[src/wdt_defs.vh]
// Constants for the I/O port watchdog timer.
`ifndef WDT_DEFS_VH
`define WDT_DEFS_VH
`define WDT_PORT_ADDR 16'h0443
`define WDT_MIN_VALUE 8'h01
`define WDT_MAX_VALUE 8'h3e
`define WDT_TIMEOUT_RESET 8'h00
`define WDT_CLK_HZ 20000000
`define WDT_TICK_SEC 1
`define WDT_TICK_CYCLES (`WDT_CLK_HZ * `WDT_TICK_SEC)
`define WDT_PULSE_CYCLES 16
`endif

[src/sec_tick_gen.v]
// Divider, cleared by restart, that produces a one-cycle one-second tick.
`timescale 1ns/1ps
module sec_tick_gen
#(
  parameter integer TICK_CYCLES = 20000000
)
(
  ref_clk,
  rst,
  clk_en,
  restart,
  tick
);
  input wire ref_clk;
  input wire rst;
  input wire clk_en;
  input wire restart;
  output reg tick;

  reg [31:0] cnt_ff;

  always @(posedge ref_clk)
  begin
    if (rst)
    begin
      cnt_ff <= 32'h0;
      tick <= 1'b0;
    end
    else if (clk_en)
    begin
      // Restart aligns the second to the write so a full interval elapses.
      if (restart || cnt_ff == TICK_CYCLES - 1)
        cnt_ff <= 32'h0;
      else
        cnt_ff <= cnt_ff + 32'h1;
      tick <= !restart && (cnt_ff == TICK_CYCLES - 1);
    end
  end
endmodule

[src/io_port_watchdog_timer.v]
// Watchdog timer reached through one byte-wide I/O port.
`timescale 1ns/1ps
`include "wdt_defs.vh"
module io_port_watchdog_timer
#(
  parameter integer TICK_CYCLES = `WDT_TICK_CYCLES,
  parameter integer PULSE_CYCLES = `WDT_PULSE_CYCLES
)
(
  ref_clk,
  rst,
  clk_en,
  io_addr,
  io_wr,
  io_rd,
  io_wdata,
  io_rdata,
  action_irq,
  cpu_reset,
  wdt_irq,
  wdt_running
);
  input wire ref_clk;
  input wire rst;
  input wire clk_en;
  input wire [15:0] io_addr;
  input wire io_wr;
  input wire io_rd;
  input wire [7:0] io_wdata;
  output reg [7:0] io_rdata;
  input wire action_irq;
  output reg cpu_reset;
  output reg wdt_irq;
  output reg wdt_running;

  // ----------------------------------------------------------------
  // Port decode
  // ----------------------------------------------------------------
  wire hit = (io_addr == `WDT_PORT_ADDR);
  wire wr_hit = hit && io_wr;
  wire rd_hit = hit && io_rd && !io_wr;

  reg [7:0] remain_ff;
  reg [7:0] timeout_ff;
  reg [7:0] pulse_ff;
  reg fire_irq_ff;
  reg act_s1_ff;
  reg act_s2_ff;
  reg act_s3_ff;
  reg act_lvl_ff;
  wire tick;
  wire expire;

  sec_tick_gen #(.TICK_CYCLES(TICK_CYCLES)) u_tick
  (
    .ref_clk(ref_clk),
    .rst(rst),
    .clk_en(clk_en),
    .restart(wr_hit),
    .tick(tick)
  );

  // ----------------------------------------------------------------
  // Action select synchroniser
  // ----------------------------------------------------------------
  // The action select comes from a board pin, so it passes three flops.
  // A new level is taken only once the second and third flops agree,
  // which costs a few cycles but keeps a glitch from choosing the action.
  always @(posedge ref_clk)
  begin
    if (rst)
    begin
      act_s1_ff <= 1'b0;
      act_s2_ff <= 1'b0;
      act_s3_ff <= 1'b0;
      act_lvl_ff <= 1'b0;
    end
    else if (clk_en)
    begin
      act_s1_ff <= action_irq;
      act_s2_ff <= act_s1_ff;
      act_s3_ff <= act_s2_ff;
      if (act_s2_ff == act_s3_ff)
        act_lvl_ff <= act_s3_ff;
    end
  end

  // ----------------------------------------------------------------
  // Expiry detect
  // ----------------------------------------------------------------
  // A port access in the same cycle as the last tick takes precedence,
  // so a refresh that arrives just in time never fires the action.
  // last second ends
  assign expire = wdt_running && tick && (remain_ff == 8'h01) &&
    !wr_hit && !rd_hit;

  // ----------------------------------------------------------------
  // Countdown
  // ----------------------------------------------------------------
  always @(posedge ref_clk)
  begin
    if (rst)
    begin
      remain_ff <= `WDT_TIMEOUT_RESET;
      timeout_ff <= `WDT_TIMEOUT_RESET;
      wdt_running <= 1'b0;
      io_rdata <= 8'h00;
    end
    else if (clk_en)
    begin
      if (wr_hit)
      begin
        timeout_ff <= io_wdata;
        remain_ff <= io_wdata;
        // A zero value cannot count a second, so it leaves the timer off.
        wdt_running <= (io_wdata != 8'h00);
      end
      else if (rd_hit)
      begin
        wdt_running <= 1'b0;
        io_rdata <= timeout_ff;
      end
      else if (wdt_running && tick)
      begin
        if (expire)
          wdt_running <= 1'b0;
        remain_ff <= remain_ff - 8'h01;
      end
    end
  end

  // ----------------------------------------------------------------
  // Action pulse
  // ----------------------------------------------------------------
  // The pulse has a fixed length so that the reset logic downstream
  // sees a clean event even if software never touches the port again.
  always @(posedge ref_clk)
  begin
    if (rst)
    begin
      pulse_ff <= 8'h00;
      fire_irq_ff <= 1'b0;
      cpu_reset <= 1'b0;
      wdt_irq <= 1'b0;
    end
    else if (clk_en)
    begin
      if (expire)
      begin
        pulse_ff <= PULSE_CYCLES[7:0];
        fire_irq_ff <= act_lvl_ff;
      end
      else if (pulse_ff != 8'h00)
      begin
        pulse_ff <= pulse_ff - 8'h01;
      end
      cpu_reset <= (pulse_ff != 8'h00) && !fire_irq_ff;
      wdt_irq <= (pulse_ff != 8'h00) && fire_irq_ff;
    end
  end
endmodule

[config.mk]
export PLATFORM = sky130hd
export DESIGN_NAME = io_port_watchdog_timer
export DESIGN_NICKNAME = d
export VERILOG_FILES = /design/src/sec_tick_gen.v /design/src/io_port_watchdog_timer.v
export VERILOG_INCLUDE_DIRS = /design/src
export SDC_FILE = /design/constraint.sdc
export NUM_CORES = 1
export LEC_CHECK = 0
export ABC_AREA = 1
export ABC_CLOCK_PERIOD_IN_PS = 2400
export BUFFER_PORTS_ARGS = -buffer_cell sky130_fd_sc_hd__buf_2
export CORE_ASPECT_RATIO = 1.1
export CORE_UTILIZATION = 48
export DETAILED_ROUTE_END_ITERATION = 7
export GPL_TIMING_DRIVEN = 0
export PLACE_DENSITY = 0.7
export REMOVE_ABC_BUFFERS = 1
export SLEW_MARGIN = 20
export SYNTH_ARGS = -nofsm -noshare
export SYNTH_HDL_FRONTEND = slang
export SYNTH_SLANG_ARGS = --single-unit
[constraint.sdc]
create_clock -name ref_clk -period 2.4 [get_ports ref_clk]
set_input_delay 0.12 -clock ref_clk [delete_from_list [all_inputs] [get_ports ref_clk]]
set_output_delay 0.12 -clock ref_clk [all_outputs]
set_load 0.02 [all_outputs]
# Word-level counts from Yosys, hierarchy flattened
# Cells that the tools add are included.
# totals
reg_bits,73
inputBits,30
output_inout_bits,11
memories,0
mem_bits_ro,0
wordCells,61
latch_bits,0
mem_bits_rw,0
# classes
multipliers,0
n_reduce_logical,28
muxes,10
shifts,0
div,0
n_addsub,3
magnitude_cmp,0
n_eq_ne,5
bitwise,1
# ops
op,n
8-bit 2-to-1 mux,5
"32-bit by 1-bit adder with 32-bit output, second input constant",1
"32-bit by 25-bit equality test with 1-bit output, second input constant",1
32-bit 2-to-1 mux,1
"16-bit by 11-bit equality test with 1-bit output, second input constant",1
8-bit nonzero test,2
"8-bit by 1-bit subtractor with 8-bit output, second input constant",2
1-bit logical AND,10
3-bit AND reduction,3
"8-bit by 1-bit equality test with 1-bit output, second input constant",1
2-bit AND reduction,4
3-bit nonzero test,2
1-bit logical NOT,4
1-bit 2-to-1 mux,4
2-bit nonzero test,2
"2-bit by 1-bit != test with 1-bit output, second input constant",1
1-bit equality test,1
1-bit logical OR,1
1-bit NOT,1

# Depth between registers and ports, before layout
# Gate-level depths: netlist (run 1).
# logic_depth
depth_word,9
ltp_mapped,12
ltp_nobuf,11

# Cells and area by module
# From an unflattened synthesis (run 1), not the netlist that was laid out.
# hier_totals
cells_unflattened,612
area_unflattened_um2,3960.0
# by_module_without_submodules
module,n_inst,area_per_inst_um2,cells_per_inst,seq_area_each_um2
io_port_watchdog_timer,1,2044.5,307,800.8
sec_tick_gen,1,1915.6,305,660.6

# Least setup slack after synthesis (run 1)
# Ideal clock, no wire load.
# synth_path
path_type,register to register
startpoint,register u_tick.cnt_ff[0]
endpoint,register u_tick.cnt_ff[30]
required_time_ps,2278
stages_incl_launch_ff,12
setup_ps,122
synth_period_minus_slack_ps,1610
setup_slack_ps,790
path_buffers,1
arrival_ps,1488
path_cell_list,dfxtp_1 ha_1 nand2_1 nor2_4 nand2_2 nor3_2 nand2_1 nand2_1 nand2_2 nand2_4 buf_6 a21oi_1
# synth_via
elab_chain_cells,3
word_cells_on_any_way,4
classes_between,add/sub (1); eq/ne (1); mux (1); reduce/logical (1)
# synth_rtl
element,line_no,text
start: declaration,sec_tick_gen.v:20,reg [31:0] cnt_ff;
start signal: assignment,sec_tick_gen.v:35,cnt_ff <= cnt_ff + 32'h1;
"parallel branches: the longest is 2 deep, another holds 32-bit by 1-bit adder with 32-bit output",--,
32-bit 2-to-1 mux (*),sec_tick_gen.v:32,if (restart || cnt_ff == TICK_CYCLES - 1)
# Mark *: on every way between the ends.
# A chain may end at the register's enable or synchronous reset.

# Final worst setup path (run 1)
# layout_path
startpoint,register u_tick.cnt_ff[0]
endpoint,register u_tick.cnt_ff[25]
# Same word-level chain as after synthesis.

==> run_results.csv, run 1 <==
group,metric,value,unit
run_status,status,"finished clean",
critical_path,crit_fanout,28,
critical_path,arrival,2.17,ns
timing,rsz0062_at_grt,"false",
critical_path,crit_family,"simple AND/OR/NAND/NOR gates",
critical_path,cp_data_required_time,2.62,ns
final_layout,finish.utilization,0.560,
global_routing,overflow,0,
timing,hold_violations,0,
cts,cts_buffers,9,
timing,fin_setup_tns,0,ns
yosys,seq_area_frac_synth,0.380,
pwr,vdd_drop_max,0.510,mV
placement,dp.cells,702,
cts,clk_latency,0.33,ns
critical_path,crit_path_start_kind,"flop",
critical_path,crit_top_cell,"nand2_1",
global_routing,grt_antenna_before_repair,0,
cts,clk_path_buf_depth,2,
hold_path,min_path_type,"primary input to flop",
placement,placement.cell_area,0.00408,mm^2
critical_path,cpMaxStageDelayCell,"dfxtp_1",
final_layout,design_area,0.00425,mm^2
cts,post_cts_resized,0,
floorplan,pin_count,41,
yosys,syn_avg_cell_area,6.72,um^2
yosys,synth_commonest_cells,"108 x nand2_1, 94 x nor2_1, 73 x dfxtp_1, 71 x inv_1, 42 x nand3_1",
cts,cts_setup_buffers,0,
timing,finalMaxSlewViolations,0,
placement,dpl.hpwl,6.30,mm
final_layout,area_growth,10.6,%
yosys,synth_edf_count,0,
cts,htreeDepth,3,
pwr,power_density,633,mW/mm^2
drt,wl_per_cell,12.1,um
drt,drc,0,
drt,drtAntennaViolNets,0,
timing,setup_slack,0.443,ns
floorplan,initial_core_util,0.506,
timing,fin_crit_sh,0.815,
yosys,synthMostInstantiatedCell,"nand2_1",
global_routing,grt_max_degree,30,
yosys,synth_cell_types,35,
final_layout,n_antenna_cell,0,
yosys,ys_dominant_reg_cell,"dfxtp_1",
cts,cts_sinks,73,
drt,via_per_inst,5.09,
drt,drtIter0Drc,169,
yosys,synth_area_leader_cell,"dfxtp_1",
cts,cts.root.buffer_cell,"clkbuf_8",
yosys,synthTopCellsByArea,"dfxtp_1 38%, nand2_1 11%, nor2_1 9.2%",
critical_path,path_buf_inv,0,
placement,port-buffer-count,40,
cts,path_clk_slew,0.08,ns
placement,dp_slack,0.419,ns
floorplan,placementRows,33,
timing,max_slew_margin,0.400,
final_layout,nets,642,
yosys,synthArstFlopShare,0,
drt,dr.pass1.iters,4,
yosys,syn_inst,572,
yosys,syn_area,0.00384,mm^2
critical_path,path_cells,"ha_1, nand2_1, nor2_4, nand2_2, nor3_2, nand2_1, nand2_1, nand2_2, nand2_4, nor2_1",
job,maxCapViolations,0,
cts,cts_hold_buffers,0,
timing,whs,0.0121,ns
timing,worst_pin_slew,0.899,ns
pwr,power,2.69,mW
floorplan,dieArea,0.00837,mm^2
final_layout,drive_gt1_frac,0.121,
global_routing,grt_pass1_vias,3615,
floorplan,die_x,87.3,um
yosys,ys_warn_count,0,
pwr,leakage,1.77,nW
final_layout,nFillCells,772,
timing,skew,0.00490,ns
cts,cts_tree,"yes",
critical_path,cpPeakStageDelay,0.38,ns
drt,vias,3644,
floorplan,die_h,95.9,um
global_routing,grt_pass1_wl,15.3,mm
critical_path,worst-setup-path-type,"flop to flop",
timing,fin_crit,1.96,ns
critical_path,setup.worst_path.end_class,"flop",
yosys,yosysTopAreaCellShare,0.380,
drt,routed_wl,8.69,mm
floorplan,core_area,0.00760,mm^2
yosys,ys_ff_latch,73,
timing,fmax,0.511,GHz
timing,setup_viol,0,
final_layout,instances_no_fill,716,
placement,gp_congestion,0.802,
global_routing,grt_usage,0.229,
## worst register-to-register path, stage by stage (launching register included)
cell and delay, ns:
dfxtp_1 0.38, ha_1 0.19, nand2_1 0.10, nor2_4 0.17
nand2_2 0.10, nor3_2 0.21, nand2_1 0.07, nand2_1 0.09
nand2_2 0.12, nand2_4 0.31, nor2_1 0.09
## final cells by class
type                            count  area, um^2  area share
Multi-Input combinational cell    410        2010       0.473
Sequential cell                    73        1460       0.344
Inverter                           74         280      0.0659
Timing Repair Buffer               40         200      0.0471
Clock buffer                       11         151      0.0356
Tap cell                          105         131      0.0309
Clock inverter                      3        17.5     0.00412
## sequential cells by signal, indices dropped and copies added (netlist names)
register / flops
u_tick.cnt_ff: 32
io_rdata: 8
pulse_ff: 8
remain_ff: 8
timeout_ff: 8
act_lvl_ff: 1
act_s1_ff: 1
act_s2_ff: 1
act_s3_ff: 1
cpu_reset: 1
fire_irq_ff: 1
u_tick.tick: 1
wdt_irq: 1
wdt_running: 1
## cells by family (layout without fill, tap and decap cells)
logic type / after synthesis / count (layout) / share of synthesized area
XOR/XNOR: 19 / 19 / 0.0433
buffers and inverters: 89 / 128 / 0.0970
AND/OR/NAND/NOR: 308 / 308 / 0.360
adder cells (fa/ha/maj): 4 / 4 / 0.0130
AO/OA/AOI/OAI: 79 / 79 / 0.106
flip-flops: 73 / 73 / 0.380
## worst paths after layout
kind         slack (ns)        startpoint  cells after the start                end
min                0.01        action_irq                      3          act_s1_ff
max reg2reg        0.44  u_tick.cnt_ff[0]                     10  u_tick.cnt_ff[25]
max                0.44  u_tick.cnt_ff[0]                     10  u_tick.cnt_ff[25]
min reg2reg        0.43       pulse_ff[0]                      1        pulse_ff[0]
## cell usage in the layout (no fill, tap or decap), types with 5 or more instances in the layout
cell	netlist	final
a21oi_1	41	41
buf_2	2	40
clkbuf_8	0	11
dfxtp_1	73	73
inv_1	71	71
nand2_1	108	108
nand2_2	5	5
nand3_1	42	42
nand4_1	13	13
nor2_1	94	94
nor3_1	28	28
o21ai_0	30	30
xor2_1	17	17
## metal layers
layer,track usage,vias up,share of wire
met5,0,-,0
met4,0.105,0,0.013
met3,0.0334,12,0.037
met2,0.425,69,0.50
met1,0.257,1650,0.45
li1,-,1913,-
## power by group
| group | switching (mW) | internal, mW | leakage (nW) |
|---|---|---|---|
| clock network | 0.446 | 0.417 | 0.0871 |
| registers | 0.0461 | 1.28 | 0.590 |
| logic | 0.314 | 0.190 | 1.09 |
| total | 0.806 | 1.88 | 1.77 |
No activity file was read; power rests on OpenSTA's default activity.
==> inputs of run 2 (changes only) <==
--- a/config.mk
+++ b/config.mk
@@ -7,13 +7,13 @@
 export NUM_CORES = 1
 export LEC_CHECK = 0
 export ABC_AREA = 1
-export ABC_CLOCK_PERIOD_IN_PS = 2400
+export ABC_CLOCK_PERIOD_IN_PS = 1650
 export BUFFER_PORTS_ARGS = -buffer_cell sky130_fd_sc_hd__buf_2
 export CORE_ASPECT_RATIO = 1.1
 export CORE_UTILIZATION = 48
 export DETAILED_ROUTE_END_ITERATION = 7
 export GPL_TIMING_DRIVEN = 0
-export PLACE_DENSITY = 0.7
+export PLACE_DENSITY = 0.73
 export REMOVE_ABC_BUFFERS = 1
 export SLEW_MARGIN = 20
 export SYNTH_ARGS = -nofsm -noshare
==> constraint.sdc (replaced) <==
create_clock -name ref_clk -period 1.65 [get_ports ref_clk]
set_input_delay 0.0825 -clock ref_clk [delete_from_list [all_inputs] [get_ports ref_clk]]
set_output_delay 0.0825 -clock ref_clk [all_outputs]
set_load 0.02 [all_outputs]
==> run 2 against run 1 <==
  * The flow now finishes with violations (setup timing)
  * Via count grew 6.0%
  * First-iteration DRC count grew 25%
  * Wire length grew 12%
  * Critical path depth is the same
  * Register-to-register slack lost 0.45 ns
  * Setup slack lost 0.45 ns
  * Die area is the same
  * Combinational power grew 100%
  * Clock-buffer cell count shrank 2
==> run_results.csv, run 2 (synthesized netlist as in run 1, its figures left out) <==
group,metric,value,unit
run_status,status,"complete, but fails checks",
run_status,violations,"setup timing",
placement,dp.cells,702,
placement,dpl.hpwl,6.44,mm
final_layout,layout_commonest_cell,"nand2_1",
pwr,power_density,976,mW/mm^2
floorplan,die_h,95.9,um
pwr,p_sw,1.42,mW
final_layout,nets,657,
critical_path,crit_fanout,8,
final_layout,nFillCells,725,
placement,dp_slack,-0.350,ns
timing,fin_crit_sh,1.01,
cts,cts_sinks,73,
drt,dr.pass1.iters,7,
floorplan,pin_count,41,
critical_path,crit_path_start_kind,"flop",
final_layout,largest_reg_flops,32,
drt,routed_wl,9.75,mm
critical_path,path_buf_inv,0,
job,maxCapViolations,0,
timing,skew,0.0103,ns
final_layout,ff_latch_area,0.00146,mm^2
final_layout,n_antenna_cell,0,
timing,worst_pin_slew,0.794,ns
floorplan,core_area,0.00760,mm^2
drt,drtAntennaViolNets,0,
global_routing,grt_usage,0.249,
pwr,leakage,1.93,nW
final_layout,drive_gt1_frac,0.207,
final_layout,instances_no_fill,733,
cts,cts.root.buffer_cell,"clkbuf_8",
timing,fmax,0.603,GHz
pwr,power,4.56,mW
global_routing,grt_pass1_vias,3760,
floorplan,die_x,87.3,um
final_layout,area_growth,21.5,%
drt,drc,0,
drt,via_per_inst,5.27,
critical_path,arrival,1.90,ns
floorplan,dieArea,0.00837,mm^2
pwr,vdd_drop_max,1.14,mV
drt,drtIter0Drc,212,
pwr,comb_power_share,0.222,
pwr,pwr-share-seq,0.427,
drt,vias,3862,
floorplan,initial_core_util,0.506,
hold_path,min_path_type,"primary input to flop",
timing,setup_slack,-0.00916,ns
cts,cts_buffers,9,
timing,whs,0.0162,ns
timing,setup_viol,2,
pwr,p_sw_frac,0.312,
critical_path,cpPeakStageDelay,0.36,ns
critical_path,worst-setup-path-type,"flop to flop",
critical_path,crit_family,"simple AND/OR/NAND/NOR gates",
global_routing,overflow,0,
timing,fin_crit,1.66,ns
cts,cts_tree,"yes",
timing,rsz0062_at_grt,"true",
global_routing,grt_antenna_before_repair,0,
placement,port-buffer-count,40,
timing,hold_violations,0,
floorplan,placementRows,33,
final_layout,regMostFlops,"u_tick.cnt_ff",
cts,clk_path_buf_depth,2,
pwr,p_clk_frac,0.351,
cts,htreeDepth,3,
cts,path_clk_slew,0.08,ns
critical_path,path_cells,"ha_4, nand2_4, nor2_4, nand2_4, nor3_4, nand2_1, nand2_2, nand2_8, nand2_8, nor3_2",
critical_path,cp_data_required_time,1.89,ns
global_routing,grt_max_degree,33,
drt,wl_per_cell,13.3,um
placement,gp_congestion,0.865,
critical_path,cpMaxStageDelayCell,"dfxtp_2",
final_layout,final_cell_mix,"106 x nand2_1, 80 x nor2_1, 71 x dfxtp_1, 67 x inv_1, 40 x buf_2",
critical_path,setup.worst_path.end_class,"flop",
timing,finalMaxSlewViolations,0,
final_layout,multi_input_area,0.00227,mm^2
pwr,p_int,3.14,mW
cts,clk_latency,0.35,ns
timing,max_slew_margin,0.470,
global_routing,grt_pass1_wl,16.2,mm
## run 2: layout make-up
type,count,area share
clock buffer,9,0.0265
clock inverter,7,0.0214
inverter,74,0.0600
multi-input combinational,413,0.487
sequential,73,0.313
tap,105,0.0281
timing repair buffer,52,0.0637
## run 2: final timing paths
path                 endpoint  cells past startpoint  slack [ns]             start
min             timeout_ff[0]                      3        0.02       io_wdata[0]
max reg2reg  u_tick.cnt_ff[2]                     10      -0.009  u_tick.cnt_ff[1]
min reg2reg     timeout_ff[4]                      2        0.46     timeout_ff[4]
max          u_tick.cnt_ff[2]                     10      -0.009  u_tick.cnt_ff[1]
## run 2: through the flow
step | instance area, um^2 | utilization | setup TNS, ns
2_1_floorplan | 3750 | - | 0
3_5_place_dp | 4080 | 0.538 | -11.73
4_1_cts | 4550 | 0.599 | -0.00993
3_3_place_gp | 4080 | 0.538 | -10.0
5_1_grt | 4670 | 0.615 | -3.09
6_report | 4670 | 0.615 | -0.0123
## run 2: routing by layer
metal  GRT usage  up-vias  share of wire
li1            -     1959              -
met1       0.266     1767           0.41
met2       0.454      102           0.51
met3      0.0635       34          0.046
met4       0.124        0          0.031
met5           0        -              0
## run 2: power by group through the flow
| stage | Sequential (mW) | Combinational (mW) | Clock (mW) |
|---|---|---|---|
| 3_3_place_gp | 1.96 | 0.703 | 0 |
| 4_1_cts | 1.94 | 0.927 | 1.62 |
| 2_1_floorplan | 1.96 | 0.544 | 0 |
| 3_5_place_dp | 1.97 | 0.731 | 0 |
| 6_report | 1.95 | 1.01 | 1.60 |
| 5_1_grt | 1.95 | 1.13 | 1.71 |
## run 2: what timing repair did
action,CTS,global route
hold buffers,2,1
endpoints found under the setup margin,42,44
endpoints found under the hold margin,2,1
gates cloned,3,0
resized for setup,29,27
pin swaps,11,9
setup buffers,6,3
## run 2: worst min-delay path, stage by stage
cell and delay (ns):
buf_2 0.11, inv_1 0.06, a211oi_1 0.06
